## src/ptd_pkg.sv

```systemverilog
// ptd_pkg: constants shared by the pulse timer and delay cell block
// assumes a 25 MHz mclk and an axi4-lite register bus with 32-bit data
package ptd_pkg;

  // ----------------------------------------------------------------
  // timing
  // ----------------------------------------------------------------
  localparam int unsigned CLK_NS      = 40;
  localparam int unsigned TICK_NS     = 7800;
  localparam int unsigned TICK_CYC    = TICK_NS / CLK_NS;
  localparam int unsigned UNIT_MS_NS  = 1000000;
  localparam int unsigned UNIT_B0_NS  = 10000000;
  localparam int unsigned UNIT_B1_NS  = 100000000;
  localparam int unsigned UNIT_B2_NS  = 1000000000;
  localparam int unsigned TICKS_MS    = UNIT_MS_NS / TICK_NS;
  localparam int unsigned TICKS_B0    = UNIT_B0_NS / TICK_NS;
  localparam int unsigned TICKS_B1    = UNIT_B1_NS / TICK_NS;
  localparam int unsigned TICKS_B2    = UNIT_B2_NS / TICK_NS;

  // ----------------------------------------------------------------
  // time base codes
  // ----------------------------------------------------------------
  typedef enum logic [1:0] {
    PTD_BASE_MS = 2'b00,
    PTD_BASE_B0 = 2'b01,
    PTD_BASE_B1 = 2'b10,
    PTD_BASE_B2 = 2'b11
  } ptd_base_e;

  // ----------------------------------------------------------------
  // register map
  // ----------------------------------------------------------------
  localparam logic [7:0]  OFS_CTRL     = 8'h00;
  localparam logic [7:0]  OFS_PARAM    = 8'h04;
  localparam logic [7:0]  OFS_STATUS   = 8'h08;
  localparam int unsigned CTRL_SEL     = 0;
  localparam int unsigned CTRL_INV_IN  = 4;
  localparam int unsigned CTRL_INV_OUT = 5;
  localparam int unsigned PARAM_VAL_LO = 0;
  localparam int unsigned PARAM_VAL_HI = 15;
  localparam int unsigned PARAM_BASE_LO = 16;
  localparam int unsigned STAT_RUN     = 0;
  localparam int unsigned STAT_OUT     = 1;
  localparam int unsigned STAT_DLY     = 2;
  localparam int unsigned STAT_LATCH   = 3;
  localparam logic [31:0] CTRL_RST     = 32'h0000_0000;
  localparam logic [31:0] PARAM_RST    = 32'h0000_0000;
  localparam logic [1:0]  RESP_OKAY    = 2'b00;
  localparam logic [1:0]  RESP_SLVERR  = 2'b10;

endpackage

```

## src/ptd_top.sv

```systemverilog
// ptd_top: pulse timer, one-tick delay cell and latch stage with axi4-lite registers
// assumes process pins are asynchronous and the bus master runs on mclk
`timescale 1ns/1ps
module ptd_top
  import ptd_pkg::*;
#(
  parameter int unsigned ADDR_W       = 8,
  parameter int unsigned VAL_W        = 16,
  parameter logic [15:0] CONST_VALUE  = 16'h0032,
  parameter logic [1:0]  CONST_BASE   = 2'b00,
  parameter int unsigned P_TICKS_B0   = TICKS_B0,
  parameter int unsigned P_TICKS_B1   = TICKS_B1,
  parameter int unsigned P_TICKS_B2   = TICKS_B2
) (
  input  wire logic              mclk,
  input  wire logic              rstn,
  input  wire logic              start_in,
  input  wire logic              reset_in,
  input  wire logic              delay_d_in,
  input  wire logic              latch_set_in,
  input  wire logic              latch_clr_in,
  output logic                   timer_q_out,
  output logic                   delay_q_out,
  output logic                   latch_q_out,
  input  wire logic [ADDR_W-1:0] s_axi_awaddr,
  input  wire logic              s_axi_awvalid,
  output logic                   s_axi_awready,
  input  wire logic [31:0]       s_axi_wdata,
  input  wire logic [3:0]        s_axi_wstrb,
  input  wire logic              s_axi_wvalid,
  output logic                   s_axi_wready,
  output logic [1:0]             s_axi_bresp,
  output logic                   s_axi_bvalid,
  input  wire logic              s_axi_bready,
  input  wire logic [ADDR_W-1:0] s_axi_araddr,
  input  wire logic              s_axi_arvalid,
  output logic                   s_axi_arready,
  output logic [31:0]            s_axi_rdata,
  output logic [1:0]             s_axi_rresp,
  output logic                   s_axi_rvalid,
  input  wire logic              s_axi_rready
);
  localparam int unsigned NSYNC = 5;
  // ----------------------------------------------------------------
  // pin synchronisers
  // ----------------------------------------------------------------
  logic [NSYNC-1:0] sync1_q;
  logic [NSYNC-1:0] sync2_q;
  logic             start_s;
  logic             reset_s;
  logic             dly_s;
  logic             lset_s;
  logic             lclr_s;
  always_ff @(posedge mclk or negedge rstn) begin
    if (!rstn) begin
      sync1_q <= '0;
      sync2_q <= '0;
    end else begin
      sync1_q <= {latch_clr_in, latch_set_in, delay_d_in, reset_in, start_in};
      sync2_q <= sync1_q;
    end
  end
  assign {lclr_s, lset_s, dly_s, reset_s, start_s} = sync2_q;
  // ----------------------------------------------------------------
  // tick divider
  // ----------------------------------------------------------------
  logic [7:0] tick_cnt_q;
  logic [7:0] tick_cnt_d;
  logic       tick;
  assign tick = (tick_cnt_q == 8'(TICK_CYC - 1));
  always_comb begin
    tick_cnt_d = tick ? 8'h00 : tick_cnt_q + 8'h01;
  end
  always_ff @(posedge mclk or negedge rstn) begin
    if (!rstn) tick_cnt_q <= 8'h00;
    else       tick_cnt_q <= tick_cnt_d;
  end
  // ----------------------------------------------------------------
  // registers
  // ----------------------------------------------------------------
  logic [31:0] ctrl_q;
  logic [31:0] ctrl_d;
  logic [31:0] param_q;
  logic [31:0] param_d;
  logic        running_q;
  logic        running_d;
  logic        latch_d;
  logic        dly_int;
  // ----------------------------------------------------------------
  // preset selection
  // ----------------------------------------------------------------
  logic [VAL_W-1:0] preset_val;
  logic [1:0]       preset_base;
  logic [23:0]      unit_ticks;
  always_comb begin
    if (ctrl_q[CTRL_SEL]) begin
      preset_val  = VAL_W'(param_q[PARAM_VAL_HI:PARAM_VAL_LO]);
      preset_base = param_q[PARAM_BASE_LO+1:PARAM_BASE_LO];
    end else begin
      preset_val  = VAL_W'(CONST_VALUE);
      preset_base = CONST_BASE;
    end
    case (ptd_base_e'(preset_base))
      PTD_BASE_MS: unit_ticks = 24'(TICKS_MS);
      PTD_BASE_B0: unit_ticks = 24'(P_TICKS_B0);
      PTD_BASE_B1: unit_ticks = 24'(P_TICKS_B1);
      PTD_BASE_B2: unit_ticks = 24'(P_TICKS_B2);
      default:     unit_ticks = 24'(TICKS_MS);
    endcase
  end
  // ----------------------------------------------------------------
  // pulse timer
  // ----------------------------------------------------------------
  logic             start_prev_q;
  logic [23:0]      unit_cnt_q;
  logic [23:0]      unit_cnt_d;
  logic [VAL_W-1:0] remain_q;
  logic [VAL_W-1:0] remain_d;
  logic             timer_out_d;
  always_comb begin
    running_d  = running_q;
    unit_cnt_d = unit_cnt_q;
    remain_d   = remain_q;
    if (start_s && !start_prev_q) begin
      running_d  = (preset_val != '0);
      unit_cnt_d = 24'h00_0000;
      remain_d   = preset_val;
    end else if (running_q && tick) begin
      if (unit_cnt_q >= unit_ticks - 24'h00_0001) begin
        unit_cnt_d = 24'h00_0000;
        remain_d   = remain_q - VAL_W'(1);
        if (remain_q <= VAL_W'(1)) running_d = 1'b0;
      end else begin
        unit_cnt_d = unit_cnt_q + 24'h00_0001;
      end
    end
    if (!start_s || reset_s) running_d = 1'b0;
    timer_out_d = running_d && start_s && !reset_s;
  end
  always_ff @(posedge mclk or negedge rstn) begin
    if (!rstn) begin
      start_prev_q <= 1'b0;
      running_q    <= 1'b0;
      unit_cnt_q   <= 24'h00_0000;
      remain_q     <= '0;
      timer_q_out  <= 1'b0;
    end else begin
      start_prev_q <= start_s;
      running_q    <= running_d;
      unit_cnt_q   <= unit_cnt_d;
      remain_q     <= remain_d;
      timer_q_out  <= timer_out_d;
    end
  end
  // ----------------------------------------------------------------
  // latch stage and delay cell
  // ----------------------------------------------------------------
  always_comb begin
    latch_d = latch_q_out;
    if (tick) begin
      if (lclr_s)      latch_d = 1'b0;
      else if (lset_s) latch_d = 1'b1;
    end
  end
  always_ff @(posedge mclk or negedge rstn) begin
    if (!rstn) begin
      latch_q_out <= 1'b0;
    end else begin
      latch_q_out <= latch_d;
    end
  end
  ptd_delay_cell u_one_tick_delay_cell (
    .mclk    (mclk),
    .rstn    (rstn),
    .tick    (tick),
    .d       (dly_s),
    .inv_in  (ctrl_q[CTRL_INV_IN]),
    .inv_out (ctrl_q[CTRL_INV_OUT]),
    .q_int   (dly_int),
    .q_pin   (delay_q_out)
  );
  // ----------------------------------------------------------------
  // axi4-lite slave
  // ----------------------------------------------------------------
  logic              aw_have_q, aw_have_d, w_have_q, w_have_d;
  logic [ADDR_W-1:0] waddr_q, waddr_d;
  logic [31:0]       wdata_q, wdata_d;
  logic [3:0]        wstrb_q, wstrb_d;
  logic              bvalid_d, rvalid_d, awready_d, wready_d, arready_d;
  logic [1:0]        bresp_d, rresp_d;
  logic [31:0]       rdata_d;
  logic [31:0]       wmask;
  always_comb begin
    aw_have_d = aw_have_q;
    w_have_d  = w_have_q;
    waddr_d   = waddr_q;
    wdata_d   = wdata_q;
    wstrb_d   = wstrb_q;
    bvalid_d  = s_axi_bvalid && !s_axi_bready;
    bresp_d   = s_axi_bresp;
    ctrl_d    = ctrl_q;
    param_d   = param_q;
    wmask     = {{8{wstrb_q[3]}}, {8{wstrb_q[2]}}, {8{wstrb_q[1]}}, {8{wstrb_q[0]}}};
    if (s_axi_awvalid && s_axi_awready) begin
      aw_have_d = 1'b1;
      waddr_d   = s_axi_awaddr;
    end
    if (s_axi_wvalid && s_axi_wready) begin
      w_have_d = 1'b1;
      wdata_d  = s_axi_wdata;
      wstrb_d  = s_axi_wstrb;
    end
    if (aw_have_q && w_have_q && !s_axi_bvalid) begin
      aw_have_d = 1'b0;
      w_have_d  = 1'b0;
      bvalid_d  = 1'b1;
      bresp_d   = RESP_OKAY;
      case (8'(waddr_q))
        OFS_CTRL:   ctrl_d  = (ctrl_q & ~wmask) | (wdata_q & wmask);
        OFS_PARAM:  param_d = (param_q & ~wmask) | (wdata_q & wmask);
        OFS_STATUS: bresp_d = RESP_SLVERR;
        default:    bresp_d = RESP_SLVERR;
      endcase
    end
    awready_d = !aw_have_d && !bvalid_d;
    wready_d  = !w_have_d && !bvalid_d;
    rvalid_d  = s_axi_rvalid && !s_axi_rready;
    rdata_d   = s_axi_rdata;
    rresp_d   = s_axi_rresp;
    if (s_axi_arvalid && s_axi_arready) begin
      rvalid_d = 1'b1;
      rresp_d  = RESP_OKAY;
      rdata_d  = 32'h0000_0000;
      case (8'(s_axi_araddr))
        OFS_CTRL:   rdata_d = ctrl_q;
        OFS_PARAM:  rdata_d = param_q;
        OFS_STATUS: begin
          rdata_d[STAT_RUN]   = running_q;
          rdata_d[STAT_OUT]   = timer_q_out;
          rdata_d[STAT_DLY]   = dly_int;
          rdata_d[STAT_LATCH] = latch_q_out;
        end
        default:    rresp_d = RESP_SLVERR;
      endcase
    end
    arready_d = !rvalid_d;
  end
  always_ff @(posedge mclk or negedge rstn) begin
    if (!rstn) begin
      aw_have_q     <= 1'b0;
      w_have_q      <= 1'b0;
      waddr_q       <= '0;
      wdata_q       <= 32'h0000_0000;
      wstrb_q       <= 4'h0;
      ctrl_q        <= CTRL_RST;
      param_q       <= PARAM_RST;
      s_axi_awready <= 1'b0;
      s_axi_wready  <= 1'b0;
      s_axi_bvalid  <= 1'b0;
      s_axi_bresp   <= RESP_OKAY;
      s_axi_arready <= 1'b0;
      s_axi_rvalid  <= 1'b0;
      s_axi_rdata   <= 32'h0000_0000;
      s_axi_rresp   <= RESP_OKAY;
    end else begin
      aw_have_q     <= aw_have_d;
      w_have_q      <= w_have_d;
      waddr_q       <= waddr_d;
      wdata_q       <= wdata_d;
      wstrb_q       <= wstrb_d;
      ctrl_q        <= ctrl_d;
      param_q       <= param_d;
      s_axi_awready <= awready_d;
      s_axi_wready  <= wready_d;
      s_axi_bvalid  <= bvalid_d;
      s_axi_bresp   <= bresp_d;
      s_axi_arready <= arready_d;
      s_axi_rvalid  <= rvalid_d;
      s_axi_rdata   <= rdata_d;
      s_axi_rresp   <= rresp_d;
    end
  end
endmodule // ptd_top

```

## src/ptd_delay_cell.sv

```systemverilog
// ptd_delay_cell: one-tick delay with optional input and output inversion
// assumes tick is a one-cycle pulse on mclk and d is already synchronous
`timescale 1ns/1ps
module ptd_delay_cell
  import ptd_pkg::*;
(
  input  wire logic mclk,
  input  wire logic rstn,
  input  wire logic tick,
  input  wire logic d,
  input  wire logic inv_in,
  input  wire logic inv_out,
  output logic      q_int,
  output logic      q_pin
);

  logic q_int_d;
  logic q_pin_d;

  // ----------------------------------------------------------------
  // delay stage
  // ----------------------------------------------------------------
  always_comb begin
    q_int_d = q_int;
    q_pin_d = q_pin;
    if (tick) begin
      q_int_d = d ^ inv_in;
      q_pin_d = d ^ inv_in ^ inv_out;
    end
  end

  always_ff @(posedge mclk or negedge rstn) begin
    if (!rstn) begin
      q_int <= 1'b0;
      q_pin <= 1'b0;
    end else begin
      q_int <= q_int_d;
      q_pin <= q_pin_d;
    end
  end

endmodule // ptd_delay_cell

```

## config.mk

```make
export PLATFORM = sky130hd
export DESIGN_NAME = ptd_top
export DESIGN_NICKNAME = d
export VERILOG_FILES = /design/src/ptd_pkg.sv /design/src/ptd_top.sv /design/src/ptd_delay_cell.sv
export SDC_FILE = /design/constraint.sdc
export NUM_CORES = 1
export LEC_CHECK = 0
export BUFFER_PORTS_ARGS = -buffer_cell sky130_fd_sc_hd__buf_2
export CORE_UTILIZATION = 59
export CTS_CLUSTER_SIZE = 8
export DETAILED_ROUTE_END_ITERATION = 8
export GPL_ROUTABILITY_DRIVEN = 0
export GPL_TIMING_DRIVEN = 0
export HOLD_SLACK_MARGIN = 0.05
export PLACE_DENSITY = 0.8
export REMOVE_ABC_BUFFERS = 1
export SLEW_MARGIN = 30
export SYNTH_ARGS = -nofsm -noshare
export SYNTH_HDL_FRONTEND = slang
export SYNTH_SLANG_ARGS = --single-unit
export TNS_END_PERCENT = 10
```

## constraint.sdc

```tcl
create_clock -name mclk -period 4.2 [get_ports mclk]
set_input_delay 0.84 -clock mclk [delete_from_list [all_inputs] [get_ports mclk]]
set_output_delay 0.84 -clock mclk [all_outputs]
set_load 0.01 [all_outputs]
```

==> impl_metrics.env <==
export IMPL_required_ns=4.67
export IMPL_post_route_util=0.712
export IMPL_die_w_um=130
export IMPL_drt_initial_drc_count=396
export IMPL_post_cts_buffers=0
export IMPL_numPortBuffers=105
export IMPL_path_clk_slew_ns=0.05
export IMPL_cts_hold_buffers=0
export IMPL_finalCriticalPeriod_ns=4.01
export IMPL_grt_max_degree=64
export IMPL_synthMostInstantiatedCell="dfrtp_1"
export IMPL_status="finished clean"
export IMPL_worst_r2r_setup_slack_ns=0.19
export IMPL_startpoint_type="flip-flop"
export IMPL_endpoint="unit_cnt_q[6]"
export IMPL_yosys_register_bits=213
export IMPL_wl_mm=20.6
export IMPL_netlist_instances=821
export IMPL_vias=6763
export IMPL_initial_core_util=0.609
export IMPL_clk_latency_ns=0.53
export IMPL_dr_pass1_iters=5
export IMPL_synth_top_area_frac=0.549
export IMPL_viasPerCell=5.87
export IMPL_setup_ws_ns=0.193
export IMPL_drive_gt1_frac=0.304
export IMPL_diodes=0
export IMPL_grt_first_pass_wirelength_mm=34.5
export IMPL_die_height_um=130
export IMPL_async_reset_ff_frac=1.00
export IMPL_ctsResizeCount=2
export IMPL_seq_area_um2=5330
export IMPL_ys_top_cells_by_count="dfrtp_1, mux2_2, nand2_1"
export IMPL_numCtsBuffers=30
export IMPL_arrival_ns=4.48
export IMPL_grt_pass1_vias=6950
export IMPL_crit_slowest_cell="dfrtp_1"
export IMPL_h_tree_depth=1
export IMPL_irDropWorstVdd_v=0.000377
export IMPL_p_leak_nw=5.41
export IMPL_finalHoldViolCount=0
export IMPL_hold_path_class="input port to asynchronous set/reset pin"
export IMPL_place_inst=1121
export IMPL_areaGrowthSynthToFinish_pct=17.0
export IMPL_syn_area_per_cell_um2=11.8
export IMPL_multi_input_area_um2=4190
export IMPL_dp_final_hpwl_mm=14.1
export IMPL_fin_crit_sh=0.954
export IMPL_tritoncts="yes"
export IMPL_gr_max_usage_layer="met2"
export IMPL_post_synth_num_cell_types=61
export IMPL_synth_area_top_cells="dfrtp_1, mux2_2, ha_1"
export IMPL_reg2reg_depth=11
export IMPL_nets=1030
export IMPL_slew_violations=0
export IMPL_power_mw=5.51
export IMPL_post_place_ws_ns=-0.257
export IMPL_die_area_um2=17000
export IMPL_drcViolationCount=0
export IMPL_met2_usage=0.446
export IMPL_clock_sinks=213
export IMPL_final_cell_count_no_fill=1153
export IMPL_clock_path_buffers=3
export IMPL_grt_overflow=0
export IMPL_core_area_um2=15900
export IMPL_drt_wirelength_per_cell_um=17.9
export IMPL_cpPeakStageDelay_ns=0.68
export IMPL_yosys_warnings=0
export IMPL_drtAntennaViolNets=0
export IMPL_relSlewSlack=0.432
export IMPL_report_final_setup_viol=0
export IMPL_yosys_area_top_type="dfrtp_1"
export IMPL_synth_edf_count=0
export IMPL_ys_seq_area_frac=0.549
export IMPL_powerDensity_nw_per_um2=485
export IMPL_grt_antenna_before_repair=0
export IMPL_met1_usage=0.334
export IMPL_nFillCells=1144
export IMPL_rsz0062_at_grt="false"
export IMPL_grt_usage=0.258
export IMPL_synth_area_um2=9700
export IMPL_r2r_end="unit_cnt_q[6]"
export IMPL_clock_skew_ns=0.00843
export IMPL_crit_type="flip-flop to flip-flop"
export IMPL_ys_flop_type="dfrtp_1"
export IMPL_worstSetupEndpointType="flip-flop"
export IMPL_fmax_mhz=250
export IMPL_ios=108
export IMPL_worstMarginPinSlew_ns=0.848
export IMPL_met3_usage=0.0492
export IMPL_rows=46
export IMPL_critical_path_max_fanout=16
export IMPL_cap_violations=0
export IMPL_path_cells="nand2_1 > inv_1 > ha_1 > inv_1 > ha_1 > nand2b_1 > a2111o_1 > a32oi_4 > nand3_2 > nor2_2 > a31o_2"
export IMPL_cts_root_buf="clkbuf_16"
worst min-delay path by stage:
stage | endpoint | slack, ns | depth (start not counted)
floorplan | sync2_q[0] | 0.33 | 0
global placement | sync2_q[4] | 0.33 | 0
detailed placement | sync2_q[3] | 0.34 | 0
CTS | sync2_q[3] | 0.22 | 1
global route | sync2_q[3] | 0.24 | 1
finish | sync2_q[3] | 0.22 | 1
placed cells by master (no fill, tap or decap), types with 5 or more instances in the layout:
master / count
o21ai_0: 50
nand3_1: 24
nand2b_1: 6
dfrtp_1: 213
ha_1: 29
a211oi_1: 7
mux2i_1: 5
nor2b_1: 5
a22oi_1: 29
nand2_1: 73
clkbuf_16: 31
a21oi_1: 34
nor3_1: 13
buf_2: 105
a31oi_1: 7
nor4_1: 12
a21o_1: 7
a22o_1: 10
and3_1: 6
xnor2_1: 15
o21ai_1: 6
nor2_1: 32
nand4_1: 7
inv_1: 26
or3_1: 9
mux2_2: 110
worst max-delay path, delay by kind of cell, from the launching register on:
| kind | cells | cell delay, ns |
|---|---|---|
| AOI/OAI and AO/OA | 3 | 1.25 |
| DFF | 1 | 0.68 |
| adders and majority gates | 2 | 0.44 |
| and+or+nand+nor | 4 | 1.26 |
| buffers and inverters | 2 | 0.30 |
through the flow:
step	area, um^2	setup TNS [ns]	hold slack (ns)
after floorplan	9570	0	0.331
after CTS	11400	0	0.224
after detailed placement	10600	-1.76	0.339
after global placement	10400	-293.73	0.334
after global routing	11400	0	0.239
final	11400	0	0.219
where the power goes:
part | internal (mW) | switching (mW) | total, mW
sequential | 2.41 | 0.279 | 2.69
combinational | 0.408 | 0.351 | 0.759
clock | 1.27 | 0.790 | 2.06
total | 4.09 | 1.42 | 5.51
per-layer routing:
metal  part of all wire  vias up
met5                  0        -
met1               0.43     3384
met2               0.50      156
li1                   -     3187
met3              0.049       36
met4              0.019        0
logic make-up after synthesis:
kind of cell,Yosys count,synth area share
AO/OA/AOI/OAI,172,0.121
AND/OR/NAND/NOR,215,0.117
multiplexers,116,0.134
adder cells (fa/ha/maj),29,0.0374
XOR/XNOR,17,0.0153
other,2,0.000774
buffers and inverters,57,0.0251
flip-flops,213,0.549
layout make-up:
cell class / count / area share
Multi-Input combinational cell: 553 / 0.369
Tap cell: 216 / 0.0238
Inverter: 26 / 0.00860
Clock buffer: 31 / 0.0683
Sequential cell: 213 / 0.469
Timing Repair Buffer: 113 / 0.0603
Clock inverter: 1 / 0.000441
Note: power is estimated with default switching activity, not from simulation.
